===== config.mk =====
export PLATFORM = sky130hd
export DESIGN_NAME = ecp_port
export DESIGN_NICKNAME = d
export VERILOG_FILES = /design/src/logic/ecp_pkg.sv /design/src/logic/ecp_port.sv /design/src/logic/ecp_fifo_mem.sv
export SDC_FILE = /design/constraint.sdc
export NUM_CORES = 1
export LEC_CHECK = 0
export BUFFER_PORTS_ARGS = -buffer_cell sky130_fd_sc_hd__buf_2
export CAP_MARGIN = 30
export CORE_MARGIN = 5
export CORE_UTILIZATION = 60
export CTS_CLUSTER_SIZE = 10
export DETAILED_ROUTE_END_ITERATION = 10
export GPL_ROUTABILITY_DRIVEN = 0
export PLACE_DENSITY_LB_ADDON = 0.08
export RECOVER_POWER = 100
export SETUP_SLACK_MARGIN = 0.4
export SYNTH_ARGS = -nofsm -noshare
export SYNTH_HDL_FRONTEND = slang
export SYNTH_HIERARCHICAL = 1
export SYNTH_SLANG_ARGS = --single-unit

===== constraint.sdc =====
create_clock -name core_clk -period 7.8 [get_ports core_clk]
set_input_delay 1.17 -clock core_clk [delete_from_list [all_inputs] [get_ports core_clk]]
set_output_delay 1.17 -clock core_clk [all_outputs]
set_load 0.02 [all_outputs]

===== src/logic/ecp_pkg.sv =====
// Constants, modes and state types of the parallel port engine.
//
// Overview of operation
// - Strobe falls to clock byte, waits on Busy.
// - Reverse: nAck means data valid, nAutoFd answers.
// - Reverse PeriphAck high data, low command.
// - Forward HostAck high data, low command.
// - Drive data lines only when nAckReverse permits.
// - nReverseRequest low selects reverse direction.
// - Falling nFault raises error interrupt in forward.
// - nSelectIn held deasserted in ECP mode.
// - Address port sends command, data port sends data.
// - Leave 000/001 freely; otherwise return only there.
// - Direction changes only in mode 001.
// - Automatic handshake only in modes 010 and 011.
// - Run length: count command then data, no compression.
// - FIFO cleared by reset, used in 010/011/110 only.
// - Service threshold comes from configuration field.
// - DMA moves FIFO bytes, requested on request pin.
// - Terminal count interrupts, sets flag, stops DMA.
// - Data port at 400H, address port at 000H.
// - Programmed I/O service requested by interrupt line.
// - Floppy mode: force B lines off, OR status.
// - Mode field in control bits seven to five.
package ecp_pkg;
   localparam int          FIFO_DEPTH    = 16;
   localparam int          FIFO_AW       = 4;
   localparam int          FIFO_W        = 9;
   localparam logic [2:0]  MODE_STD      = 3'h0;
   localparam logic [2:0]  MODE_PS2      = 3'h1;
   localparam logic [2:0]  MODE_COMPAT_FIFO_PORT    = 3'h2;
   localparam logic [2:0]  MODE_ECP      = 3'h3;
   localparam logic [2:0]  MODE_TEST     = 3'h6;
   localparam logic [2:0]  MODE_CONFIG   = 3'h7;
   localparam logic [10:0] OFF_ADDR_FIFO = 11'h000;
   localparam logic [10:0] OFF_DATA_FIFO = 11'h400;
   localparam int          ECR_MODE_LO   = 5;
   localparam int          ECR_NERR      = 4;
   localparam int          ECR_DMA       = 3;
   localparam int          ECR_SERV      = 2;
   localparam logic [2:0]  ECR_RST_MODE  = 3'h0;
   localparam logic [2:0]  STATUS_ONES   = 3'h7;
   localparam logic [12:0] PIN_SYNC_RST  = 13'h1FFF;
   typedef enum logic [1:0] {FWD_IDLE, FWD_SETUP, FWD_STROBE, FWD_HOLD}
      ecp_fwd_t;
   typedef enum logic [0:0] {REV_READY, REV_RELEASE} ecp_rev_t;
endpackage


===== src/logic/ecp_port.sv =====
// Extended capabilities parallel port engine with shared byte FIFO.
`timescale 1ns/1ps
`default_nettype none
module ecp_port
   import ecp_pkg::*;
#(
   parameter int DEPTH = FIFO_DEPTH,
   parameter int AW    = FIFO_AW
) (
   input  wire logic        core_clk,
   input  wire logic        resetn,
   input  wire logic        host_wr,
   input  wire logic        host_rd,
   input  wire logic [10:0] host_addr,
   input  wire logic [7:0]  host_wdata,
   output logic      [7:0]  host_rdata,
   output logic             host_rd_cmd,
   output logic             host_rd_valid,
   input  wire logic        ecr_wr,
   input  wire logic [7:0]  ecr_wdata,
   output logic      [7:0]  ecr_rdata,
   input  wire logic        dir_wr,
   input  wire logic        dir_wdata,
   output logic             direction,
   output logic      [7:0]  status_rdata,
   input  wire logic [7:0]  sw_data,
   input  wire logic        sw_strobe,
   input  wire logic        sw_autofd,
   input  wire logic        sw_init,
   input  wire logic        sw_selectin,
   input  wire logic [3:0]  fifo_threshold,
   output logic             dma_request_pin,
   input  wire logic        dma_ack,
   input  wire logic        dma_tc,
   input  wire logic [7:0]  dma_wdata,
   output logic             irq,
   output logic             strobe_n,
   output logic             autofeed_n,
   output logic             reverse_request_n,
   output logic             select_in_n,
   input  wire logic        ack_n,
   input  wire logic        busy,
   input  wire logic        ack_reverse_n,
   input  wire logic        online,
   input  wire logic        fault_n,
   input  wire logic [7:0]  pd_in,
   output logic      [7:0]  pd_out,
   output logic             pd_oe_n,
   input  wire logic        external_floppy_mode,
   input  wire logic        motor_b_n_in,
   input  wire logic        drive_select_b_n_in,
   input  wire logic [4:0]  fdc_status_in,
   output logic             motor_b_output,
   output logic             drive_select_b_output,
   output logic      [4:0]  fdc_status_out
);
   // Modes in which the FIFO holds data at all.
   function automatic logic fifo_mode(input logic [2:0] m);
      return m == MODE_COMPAT_FIFO_PORT || m == MODE_ECP || m == MODE_TEST;
   endfunction

   // Modes from which any other mode may be entered.
   function automatic logic base_mode(input logic [2:0] m);
      return m == MODE_STD || m == MODE_PS2;
   endfunction

   logic [12:0]      sync1;
   logic [12:0]      sync2;
   logic             fault_d;
   logic [2:0]       mode;
   logic             nerr_dis;
   logic             dma_en;
   logic             serv;
   logic [AW-1:0]    wr_ptr;
   logic [AW-1:0]    rd_ptr;
   logic [AW:0]      count;
   logic [FIFO_W-1:0] mem_q;
   ecp_fwd_t         fwd_state;
   ecp_rev_t         rev_state;
   logic [7:0]       fwd_data;
   logic             fwd_ack;
   logic             fwd_strobe;
   logic             rev_ack_n;
   logic [7:0]       pd_s;
   logic             ack_n_s;
   logic             busy_s;
   logic             ackrev_s;
   logic             online_s;
   logic             fault_s;
   logic             full;
   logic             empty;
   logic             fwd_run;
   logic             rev_run;
   logic             host_push;
   logic             dma_push;
   logic             rev_push;
   logic             push;
   logic [FIFO_W-1:0] push_data;
   logic             fwd_pop;
   logic             rd_pop;
   logic             pop;
   logic [AW-1:0]    next_rd_ptr;
   logic             serv_evt;
   logic             err_evt;
   logic             drive_ok;

   // Every parallel cable input passes two flops before any logic sees it.
   always_ff @(posedge core_clk) begin
      if (!resetn) begin
         sync1   <= PIN_SYNC_RST;
         sync2   <= PIN_SYNC_RST;
         fault_d <= 1'b1;
      end else begin
         sync1   <= {pd_in, ack_n, busy, ack_reverse_n, online, fault_n};
         sync2   <= sync1;
         fault_d <= sync2[0];
      end
   end
   assign {pd_s, ack_n_s, busy_s, ackrev_s, online_s, fault_s} = sync2;

   assign full  = count == (AW+1)'(DEPTH);
   assign empty = count == '0;
   // Handshake runs only in data-transfer modes, never in base modes.
   assign fwd_run = (mode == MODE_COMPAT_FIFO_PORT && !direction) ||
                    (mode == MODE_ECP && !direction && ackrev_s);
   assign rev_run = mode == MODE_ECP && direction && !ackrev_s;

   // Extended control: mode, error mask and DMA enable.
   always_ff @(posedge core_clk) begin
      if (!resetn) begin
         mode     <= ECR_RST_MODE;
         nerr_dis <= 1'b0;
         dma_en   <= 1'b0;
      end else if (ecr_wr) begin
         nerr_dis <= ecr_wdata[ECR_NERR];
         dma_en   <= ecr_wdata[ECR_DMA];
         if (base_mode(mode) ||
             base_mode(ecr_wdata[7:ECR_MODE_LO])) begin
            mode <= ecr_wdata[7:ECR_MODE_LO];
         end
      end
   end

   // Direction may only move in the bidirectional base mode.
   always_ff @(posedge core_clk) begin
      if (!resetn) begin
         direction <= 1'b0;
      end else if (dir_wr && mode == MODE_PS2) begin
         direction <= dir_wdata;
      end
   end

   // FIFO writers: reverse capture never overlaps host ports or DMA
   // in direction, and a simple priority puts host ports over DMA.
   assign host_push = host_wr && !full && !direction &&
                      ((fifo_mode(mode) && host_addr == OFF_DATA_FIFO) ||
                       (mode == MODE_ECP &&
                        host_addr == OFF_ADDR_FIFO));
   assign dma_push  = dma_ack && !host_push && !full && !direction &&
                      fifo_mode(mode);
   assign rev_push  = rev_run && rev_state == REV_READY && !ack_n_s &&
                      !full;
   assign push = host_push || dma_push || rev_push;
   // Bit 8 tags a command; address port bytes become commands.
   always_comb begin
      if (rev_push) begin
         push_data = {!busy_s, pd_s};
      end else if (host_push) begin
         push_data = {host_addr == OFF_ADDR_FIFO, host_wdata};
      end else begin
         push_data = {1'b0, dma_wdata};
      end
   end

   assign fwd_pop = fwd_state == FWD_STROBE && busy_s && fwd_run;
   assign rd_pop  = !empty && (mode == MODE_TEST || rev_run) &&
                    ((host_rd && host_addr == OFF_DATA_FIFO) ||
                     (dma_ack && direction));
   assign pop = fwd_pop || rd_pop;
   assign next_rd_ptr = pop ? rd_ptr + 1'b1 : rd_ptr;

   // Pointers; the FIFO is cleared by reset and in base modes.
   always_ff @(posedge core_clk) begin
      if (!resetn || !fifo_mode(mode)) begin
         wr_ptr <= '0;
         rd_ptr <= '0;
         count  <= '0;
      end else begin
         wr_ptr <= push ? wr_ptr + 1'b1 : wr_ptr;
         rd_ptr <= next_rd_ptr;
         count  <= count + (AW+1)'(push) - (AW+1)'(pop);
      end
   end

   ecp_fifo_mem #(
      .WIDTH (FIFO_W),
      .DEPTH (DEPTH),
      .AW    (AW)
   ) u_mem (
      .core_clk (core_clk),
      .we       (push),
      .waddr    (wr_ptr),
      .wdata    (push_data),
      .raddr    (next_rd_ptr),
      .rdata    (mem_q)
   );

   // Read data for host and DMA; one-cycle valid pulse.
   always_ff @(posedge core_clk) begin
      if (!resetn) begin
         host_rdata    <= 8'h00;
         host_rd_cmd   <= 1'b0;
         host_rd_valid <= 1'b0;
      end else begin
         host_rd_valid <= rd_pop;
         if (rd_pop) begin
            host_rdata  <= mem_q[7:0];
            host_rd_cmd <= mem_q[8];
         end
      end
   end

   // Forward handshake: present byte and tag, drop strobe, wait for
   // Busy high, raise strobe, then wait for Busy to fall again.
   always_ff @(posedge core_clk) begin
      if (!resetn) begin
         fwd_state  <= FWD_IDLE;
         fwd_data   <= 8'h00;
         fwd_ack    <= 1'b1;
         fwd_strobe <= 1'b0;
      end else if (!fwd_run) begin
         fwd_state  <= FWD_IDLE;
         fwd_strobe <= 1'b0;
      end else begin
         case (fwd_state)
            FWD_IDLE: begin
               if (!empty && !busy_s) begin
                  fwd_data  <= mem_q[7:0];
                  fwd_ack   <= !mem_q[8];
                  fwd_state <= FWD_SETUP;
               end
            end
            FWD_SETUP: begin
               fwd_strobe <= 1'b1;
               fwd_state  <= FWD_STROBE;
            end
            FWD_STROBE: begin
               if (busy_s) begin
                  fwd_strobe <= 1'b0;
                  fwd_state  <= FWD_HOLD;
               end
            end
            FWD_HOLD: begin
               if (!busy_s) begin
                  fwd_state <= FWD_IDLE;
               end
            end
            default: fwd_state <= FWD_IDLE;
         endcase
      end
   end

   // Reverse handshake: autofeed low means ready; capture on nAck
   // low, raise autofeed, wait for nAck to return high.
   always_ff @(posedge core_clk) begin
      if (!resetn || !rev_run) begin
         rev_state <= REV_READY;
         rev_ack_n <= 1'b0;
      end else begin
         case (rev_state)
            REV_READY: begin
               if (rev_push) begin
                  rev_ack_n <= 1'b1;
                  rev_state <= REV_RELEASE;
               end
            end
            REV_RELEASE: begin
               if (ack_n_s) begin
                  rev_ack_n <= 1'b0;
                  rev_state <= REV_READY;
               end
            end
            default: rev_state <= REV_READY;
         endcase
      end
   end

   // Outside floppy mode data lines are driven forward or in modes 000/010, and in ECP mode only while
   // the peripheral holds nAckReverse high.
   assign drive_ok = !external_floppy_mode &&
                     (mode == MODE_STD || mode == MODE_COMPAT_FIFO_PORT ||
                      !direction) &&
                     (mode != MODE_ECP || ackrev_s);

   // Pin register; ECP mode owns the lines, mode 010 strobe and data only;
   // the rest follow the software control bits.
   always_ff @(posedge core_clk) begin
      if (!resetn) begin
         strobe_n          <= 1'b1;
         autofeed_n        <= 1'b1;
         reverse_request_n <= 1'b1;
         select_in_n       <= 1'b1;
         pd_out            <= 8'h00;
         pd_oe_n           <= 1'b1;
      end else begin
         pd_oe_n <= !drive_ok;
         if (mode == MODE_ECP) begin
            strobe_n          <= !fwd_strobe;
            autofeed_n        <= direction ? rev_ack_n : fwd_ack;
            reverse_request_n <= !direction;
            select_in_n       <= 1'b1;
            pd_out            <= fwd_data;
         end else begin
            strobe_n          <= mode == MODE_COMPAT_FIFO_PORT ? !fwd_strobe
                                                    : !sw_strobe;
            autofeed_n        <= !sw_autofd;
            reverse_request_n <= sw_init;
            select_in_n       <= !sw_selectin;
            pd_out            <= mode == MODE_COMPAT_FIFO_PORT ? fwd_data : sw_data;
         end
      end
   end

   // Service event: terminal count under DMA, threshold otherwise.
   always_comb begin
      if (!fifo_mode(mode)) begin
         serv_evt = 1'b0;
      end else if (dma_en) begin
         serv_evt = dma_tc;
      end else if (!direction) begin
         serv_evt = (AW+1)'(DEPTH) - count >=
                    (AW+1)'(fifo_threshold);
      end else begin
         serv_evt = count >= (AW+1)'(fifo_threshold);
      end
   end
   assign err_evt = mode == MODE_ECP && !direction && !nerr_dis &&
                    fault_d && !fault_s;

   // Service flag: hardware set wins over a software clear; a one
   // written by software sets it without an interrupt.
   always_ff @(posedge core_clk) begin
      if (!resetn) begin
         serv <= 1'b0;
         irq  <= 1'b0;
      end else begin
         serv <= serv_evt || (ecr_wr ? ecr_wdata[ECR_SERV] : serv);
         irq  <= (serv_evt && !serv) || err_evt;
      end
   end

   // A pending service flag blocks further DMA requests.
   assign dma_request_pin = dma_en && !serv && fifo_mode(mode) &&
                            (direction ? !empty : !full);

   // Readback of control and port status lines.
   always_ff @(posedge core_clk) begin
      if (!resetn) begin
         ecr_rdata    <= 8'h00;
         status_rdata <= 8'h00;
      end else begin
         ecr_rdata    <= {mode, nerr_dis, dma_en, serv, full, empty};
         status_rdata <= {!busy_s, ack_n_s, ackrev_s, online_s, fault_s,
                          STATUS_ONES};
      end
   end

   // Floppy redirect: B lines held inactive, status ORed with pins.
   always_ff @(posedge core_clk) begin
      if (!resetn) begin
         motor_b_output        <= 1'b1;
         drive_select_b_output <= 1'b1;
         fdc_status_out        <= 5'h00;
      end else if (external_floppy_mode) begin
         motor_b_output        <= 1'b1;
         drive_select_b_output <= 1'b1;
         fdc_status_out        <= fdc_status_in | pd_s[4:0];
      end else begin
         motor_b_output        <= motor_b_n_in;
         drive_select_b_output <= drive_select_b_n_in;
         fdc_status_out        <= fdc_status_in;
      end
   end
endmodule
`default_nettype wire


===== src/logic/ecp_fifo_mem.sv =====
// Storage of the shared byte FIFO with a registered read port.
`timescale 1ns/1ps
`default_nettype none
module ecp_fifo_mem #(
   parameter int WIDTH = 9,
   parameter int DEPTH = 16,
   parameter int AW    = 4
) (
   input  wire logic             core_clk,
   input  wire logic             we,
   input  wire logic [AW-1:0]    waddr,
   input  wire logic [WIDTH-1:0] wdata,
   input  wire logic [AW-1:0]    raddr,
   output logic      [WIDTH-1:0] rdata
);
   logic [WIDTH-1:0] mem [DEPTH];

   // Write port; contents need no reset, the pointers guard them.
   always_ff @(posedge core_clk) begin
      if (we) begin
         mem[waddr] <= wdata;
      end
   end

   // Read with write bypass so a byte pushed into an empty FIFO is
   // seen at once instead of one cycle late.
   always_ff @(posedge core_clk) begin
      if (we && waddr == raddr) begin
         rdata <= wdata;
      end else begin
         rdata <= mem[raddr];
      end
   end
endmodule
`default_nettype wire


# After elaboration in Yosys (flattened, before gate mapping)

Memories as Yosys holds them, arrays and structs flattened. A register that Yosys moved wholly into a read port is not among the register bits.
Index checks and enable logic that the tools add are counted.

Register bits after elaboration: 108
Memory bits (writable): 144
Output and inout bits: 49
Memories kept: 1

Add/sub/neg operators: 5
Magnitude comparators: 2
Equality and inequality tests: 16
Mux-type cells: 31
Bitwise operators: 3
Reductions and logical operators: 87

Memories:

| name      | depth | width | read ports | clocked after memory_dff | write ports | line               | text |
|---|---|---|---|---|---|---|---|
| u_mem.mem | 16    | 9     | 1          | 1                        | 1           | ecp_fifo_mem.sv:16 | `logic [WIDTH-1:0] mem [DEPTH];` |

Operator list:

| operator               | number |
|---|---|
| $logic_and A1 B1 Y1    | 34 |
| $logic_not A1 Y1       | 20 |
| $logic_or A1 B1 Y1     | 19 |
| $mux W9                | 2 |
| $mux W1                | 17 |
| $mux W8                | 2 |
| $eq A11 B11 Y1 const B | 1 |
| $logic_not A11 Y1      | 1 |
| $ge A5 B4 Y1           | 2 |
| $ne A2 B2 Y1 const B   | 5 |
| $add A4 B1 Y4 const B  | 2 |
| $pmux W2 S4            | 1 |
| $reduce_and A2 Y1      | 4 |
| $eq A3 B1 Y1 const B   | 2 |
| $eq A3 B2 Y1 const B   | 2 |
| $logic_not A3 Y1       | 2 |
| $mux W2                | 3 |
| $pmux W1 S2            | 3 |
| $reduce_and A3 Y1      | 2 |
| $add A5 B1 Y5          | 1 |
| $eq A5 B5 Y1 const B   | 1 |
| $logic_not A5 Y1       | 1 |
| $mux W5                | 1 |
| $or A5 B5 Y5           | 1 |
| other kinds (12)       | 15 |

# Logic depth before layout (Yosys ltp)

Depth in word-level cells: 15
Mapped depth: 18
Depth with buffers taken out: 17

# Modules after synthesis

The synthesis kept the hierarchy.

By module, submodules not included:

| module       | times used | cells an instance | area an instance (sq um) | sequential area each (sq um) |
|---|---|---|---|---|
| ecp_fifo_mem | 1          | 249               | 5680.4                   | 4404.2 |
| ecp_port     | 1          | 478               | 4585.6                   | 2122.0 |

# Worst setup path after synthesis

OpenSTA, ideal clock, no wires.

Path type: in2reg
From: input port host_addr[5]
To: memory u_mem.mem[0][0] (enable)
Data arrival time: 3.523 ns
Data required time: 7.413 ns
Slack: 3.890 ns
Stages: 8
Cells stage by stage: or4_4 -> nor3_1 -> and2_1 -> buf_6 -> nor2_1 -> inv_1 -> or3b_2 -> nor3_1

Word-level cells in the longest chain between the ends: 13

Ends and longest elaborated chain:

| what                                                | line                             | text |
|---|---|---|
| from (decl)                                         | ecp_port.sv:14                   | `input wire logic [10:0] host_addr,` |
| $eq A11 B11 Y1 or $logic_not A11 Y1 (tied branches) | ecp_port.sv:156, ecp_port.sv:158 |  |
| $logic_and A1 B1 Y1, on equally long branches       | ecp_port.sv:156, ecp_port.sv:157 |  |
| $logic_or A1 B1 Y1 *                                | ecp_port.sv:156                  | `((fifo_mode(mode) && host_addr == OFF_DATA_FIFO) \|\|` |
| $logic_and A1 B1 Y1 *                               | ecp_port.sv:155                  | `assign host_push = host_wr && !full && !direction &&` |
| $logic_not A1 Y1                                    | ecp_port.sv:159                  | `assign dma_push = dma_ack && !host_push && !full && !direction &&` |
| $logic_and A1 B1 Y1 (4 in series)                   | ecp_port.sv:159                  |  |
| $logic_or A1 B1 Y1 * (2 in series)                  | ecp_port.sv:163                  | `assign push = host_push \|\| dma_push \|\| rev_push;` |
| named net push                                      | ecp_port.sv:97                   | `logic push;` |
| $mux W1 *                                           | ecp_fifo_mem.sv:20               | `if (we) begin` |
| $mux W1 (implied by the code) *                     | ecp_fifo_mem.sv:21               | `mem[waddr] <= wdata;` |
| to (decl)                                           | ecp_fifo_mem.sv:16               |  |

Mark *: on every way through the listed nets, which the timed path passes. The rest lies on a longest branch.

# Final worst setup path

From: input port host_addr[5]
To: memory u_mem.mem[5][1] (data pin)

Word-level cells in the longest chain between the ends: 6

Ends and longest elaborated chain:

| what                                                | line                             | text |
|---|---|---|
| $eq A11 B11 Y1 or $logic_not A11 Y1 (tied branches) | ecp_port.sv:156, ecp_port.sv:158 |  |
| $logic_and A1 B1 Y1, on equally long branches       | ecp_port.sv:156, ecp_port.sv:157 |  |
| $logic_or A1 B1 Y1 *                                | ecp_port.sv:156                  |  |
| $logic_and A1 B1 Y1 *                               | ecp_port.sv:155                  |  |
| $mux W9 *                                           | ecp_port.sv:168                  | `end else if (host_push) begin` |
| $mux W9 *                                           | ecp_port.sv:166                  | `if (rev_push) begin` |
| named net push_data[1]                              | ecp_port.sv:98                   | `logic [FIFO_W-1:0] push_data;` |

Marked as above.

==> reports/summary.txt <==
Outcome: complete, but fails checks
Failing checks: max-capacitance violations, max-slew violations
R2r setup slk: 3.10 ns
Root Driver: clkbuf_16
Synthesis warning total: 6
Sequential share of power: 52.9%
Routed WL: 21.9 mm
Pint: 2.16 mW
Fin crit period: 4.72 ns
Hold depth: 1
Switching pwr: 0.568 mW
Worst r2r src: count[1]
Hold Crit Endpoint: sync2[6]
Port Buf Inserts: 127
Final setup viols: 0
Clk pwr share: 43.2%
Synth cell types: 56
Power density cells: 233 nW/µm²
Met1 track demand over resource: 29.2%
CTS tree: done
Seq/Total Area, Yosys: 63.6%
# DRC: 0
WP data required: 7.85 ns
Routed via count: 6114
Clock-pin transition on the worst setup and hold timing paths: 0.06 ns
Mapped Area: 10300 µm²
Num CTS Buffers: 29
WS Path Type: input port to register
Final Skew: 0.0260 ns
Logic pwr share: 3.9%
Initial antenna violation count: 0
Final nets: 968
Final Cycle Share: 60.5%
Worst Max-Slew Pin Slew: 3.03 ns
Drt first pass iters: 5
Ports: 130
GR Util met3: 3.52%
Slew Viols, Final: 139
Area of the core: 16700 µm²
Fmax achieved: 212 MHz
Lkg Pwr: 4.19 nW
Share of the synthesized area in the top cell type: 42.1%
Hold Crit Start: sync1[6]
FF-to-FF End: u_mem/mem[5][1]
Width of the die: 141 µm
Busiest layer in global routing: met2
Met2 Track Usage GR: 37.9%
Syn avg cell area: 14.1 µm²
Final hold violation count: 0
Switching part of the total power: 20.8%
Share of cells above drive strength 1: 16.3%
Post-layout util: 70.1%
Hold_ws: 0.408 ns
Htree depth: 1
Mapped Cells: 727
Pin count of the biggest net entering global routing: 88
Ys async rst share: 0%
Remaining Overflow, GRT: 0
Post-CTS sizing: 0
Startpoint Class: input port
DP Worst Slack: 2.97 ns
Vias in the first global route: 6349
Total track usage: 22.1%
Final ANT Viol Nets: 0
Worst setup margin: 3.08 ns
Post-synth EDFFs: 144
Slew Limit Headroom: -102%
Top FF cell, synth: edfxtp_1
WP data arrival: 4.77 ns
Unrepaired setup endpoints after global routing: false
Clock latency on the worst-skew pair: 0.55 ns
Max cap viols: 4
Post-CTS Hold Buffers: 0
Post-Syn Nets: 833
Vias per cell: 5.57
# diodes: 0
# Post-CTS Setup Buffers: 0
CP Max Fanout: 16
Setup TNS Final: 0 ns
Fillers: 1208
Peak supply drop: 0.203 mV
R2r worst-path depth: 9
FP Rows: 47
Overall Power: 2.73 mW
Deepest clock path buffer count: 3
Drt initial violations: 438
Top cells by area, synth: edfxtp_1 (42%), dfxtp_1 (21%), mux4_2 (4.6%)
Die footprint: 19800 µm²
P&R area growth vs syn: 14.0%
Routed wire length per instance: 20.0 µm
Clock sink count: 254
Flop and latch count out of synthesis: 254
Initial core utilization: 61.5%
Die Y: 141 µm
Post-synth top area cell: edfxtp_1
Multi-input logic area: 3390 µm²
First-pass GRT wire length: 34.3 mm
Seq. cell area: 6530 µm²
Post-DP HPWL: 14.7 mm
HP Class: register to register
Crit. End Element: register
==> critical path, cell delays in order <==
cell	delay, ns
buf_2	0.10
or4_4	0.55
nor3_1	0.31
and2_0	0.91
mux2i_1	0.18
o21ai_0	1.53
==> cells by family (layout without fill, tap and decap cells) <==
family | after synthesis | after routing | synth area share, %
AO/OA/AOI/OAI | 83 | 83 | 5.40
XOR/XNOR | 7 | 7 | 0.597
adder cells (fa/ha/maj) | 25 | 25 | 3.12
buffers and inverters | 53 | 204 | 3.07
flip-flops | 254 | 254 | 63.6
multiplexers | 73 | 73 | 12.1
AND/OR/NAND/NOR | 232 | 232 | 12.2
==> cell usage after synthesis, types with 11 or more instances <==
cell type    n
dfxtp_1    110
inv_1       18
a22oi_1     18
ha_1        24
nand2_1     60
mux4_2      21
a21oi_1     20
nor2b_1     33
nor3_1      11
clkbuf_1    17
a21boi_0    13
mux2i_1     34
mux4_1      15
nand2b_1    41
nor2_1      36
and2_1      19
edfxtp_1   144
==> final cells by class <==
| class | instances | share of cell area [%] |
|---|---|---|
| repair buffers | 139 | 5.33 |
| flip-flops and latches | 254 | 55.8 |
| clock buffers | 45 | 6.72 |
| multi-input cells | 420 | 29.0 |
| clock inverters | 2 | 0.225 |
| well taps | 220 | 2.35 |
| inverters | 18 | 0.577 |
==> placed cells by master (no fill, tap or decap), drive strengths merged, types with 18 or more instances in the layout <==
cell / n
mux4: 36
buf: 79
dfxtp: 110
inv: 20
mux2i: 34
a21oi: 20
clkbuf: 105
nand2b: 41
a22oi: 18
nand2: 60
nor2b: 33
o21ai: 18
and2: 19
edfxtp: 144
nor2: 36
ha: 24
==> how the worst max path moves through the flow <==
stage,depth (start not counted),slack [ns],from,endpoint
after detailed placement,8,2.97,host_addr[5],u_mem/mem[3][2]
after global placement,8,3.02,host_addr[5],u_mem/mem[2][6]
after CTS,8,3.52,host_addr[5],u_mem/mem[3][4]
final,6,3.08,host_addr[5],u_mem/mem[5][1]
after floorplan,8,3.89,host_addr[5],u_mem/mem[0][0]
after global routing,9,2.71,count[1],u_mem/mem[5][1]
==> metal layers <==
layer  routed length, µm  vias to the layer above
met1                9140                     2968
met4                 666                        0
met5                   0                        -
li1                    -                     2916
met2               10800                      195
met3                1290                       35
==> state kept, by name, indices dropped and copies added (netlist names), 2 cells and up, named ones only <==
register        count
status_rdata        6
u_mem/mem         144
fdc_status_out      5
wr_ptr              4
rd_ptr              4
ecr_rdata           8
count               5
host_rdata          8
sync2              13
fwd_state           2
pd_out              8
fwd_data            8
mode                3
sync1              13
==> stage by stage <==
| stage | instance area [µm²] | instances |
|---|---|---|
| 2_1_floorplan | 10300 | 727 |
| 3_3_place_gp | 11000 | 1047 |
| 3_5_place_dp | 11000 | 1050 |
| 4_1_cts | 11800 | 1097 |
| 5_1_grt | 11700 | 1098 |
| 6_report | 11700 | 1098 |
==> power groups by stage <==
stage	registers [mW]	logic (mW)	clock network [mW]
detailed placement	1.47	0.109	0
global route	1.44	0.117	1.26
CTS	1.44	0.111	1.20
finish	1.44	0.106	1.18
floorplan	1.48	0.0505	0
global placement	1.47	0.105	0
Power figures use the tool's default switching activity.
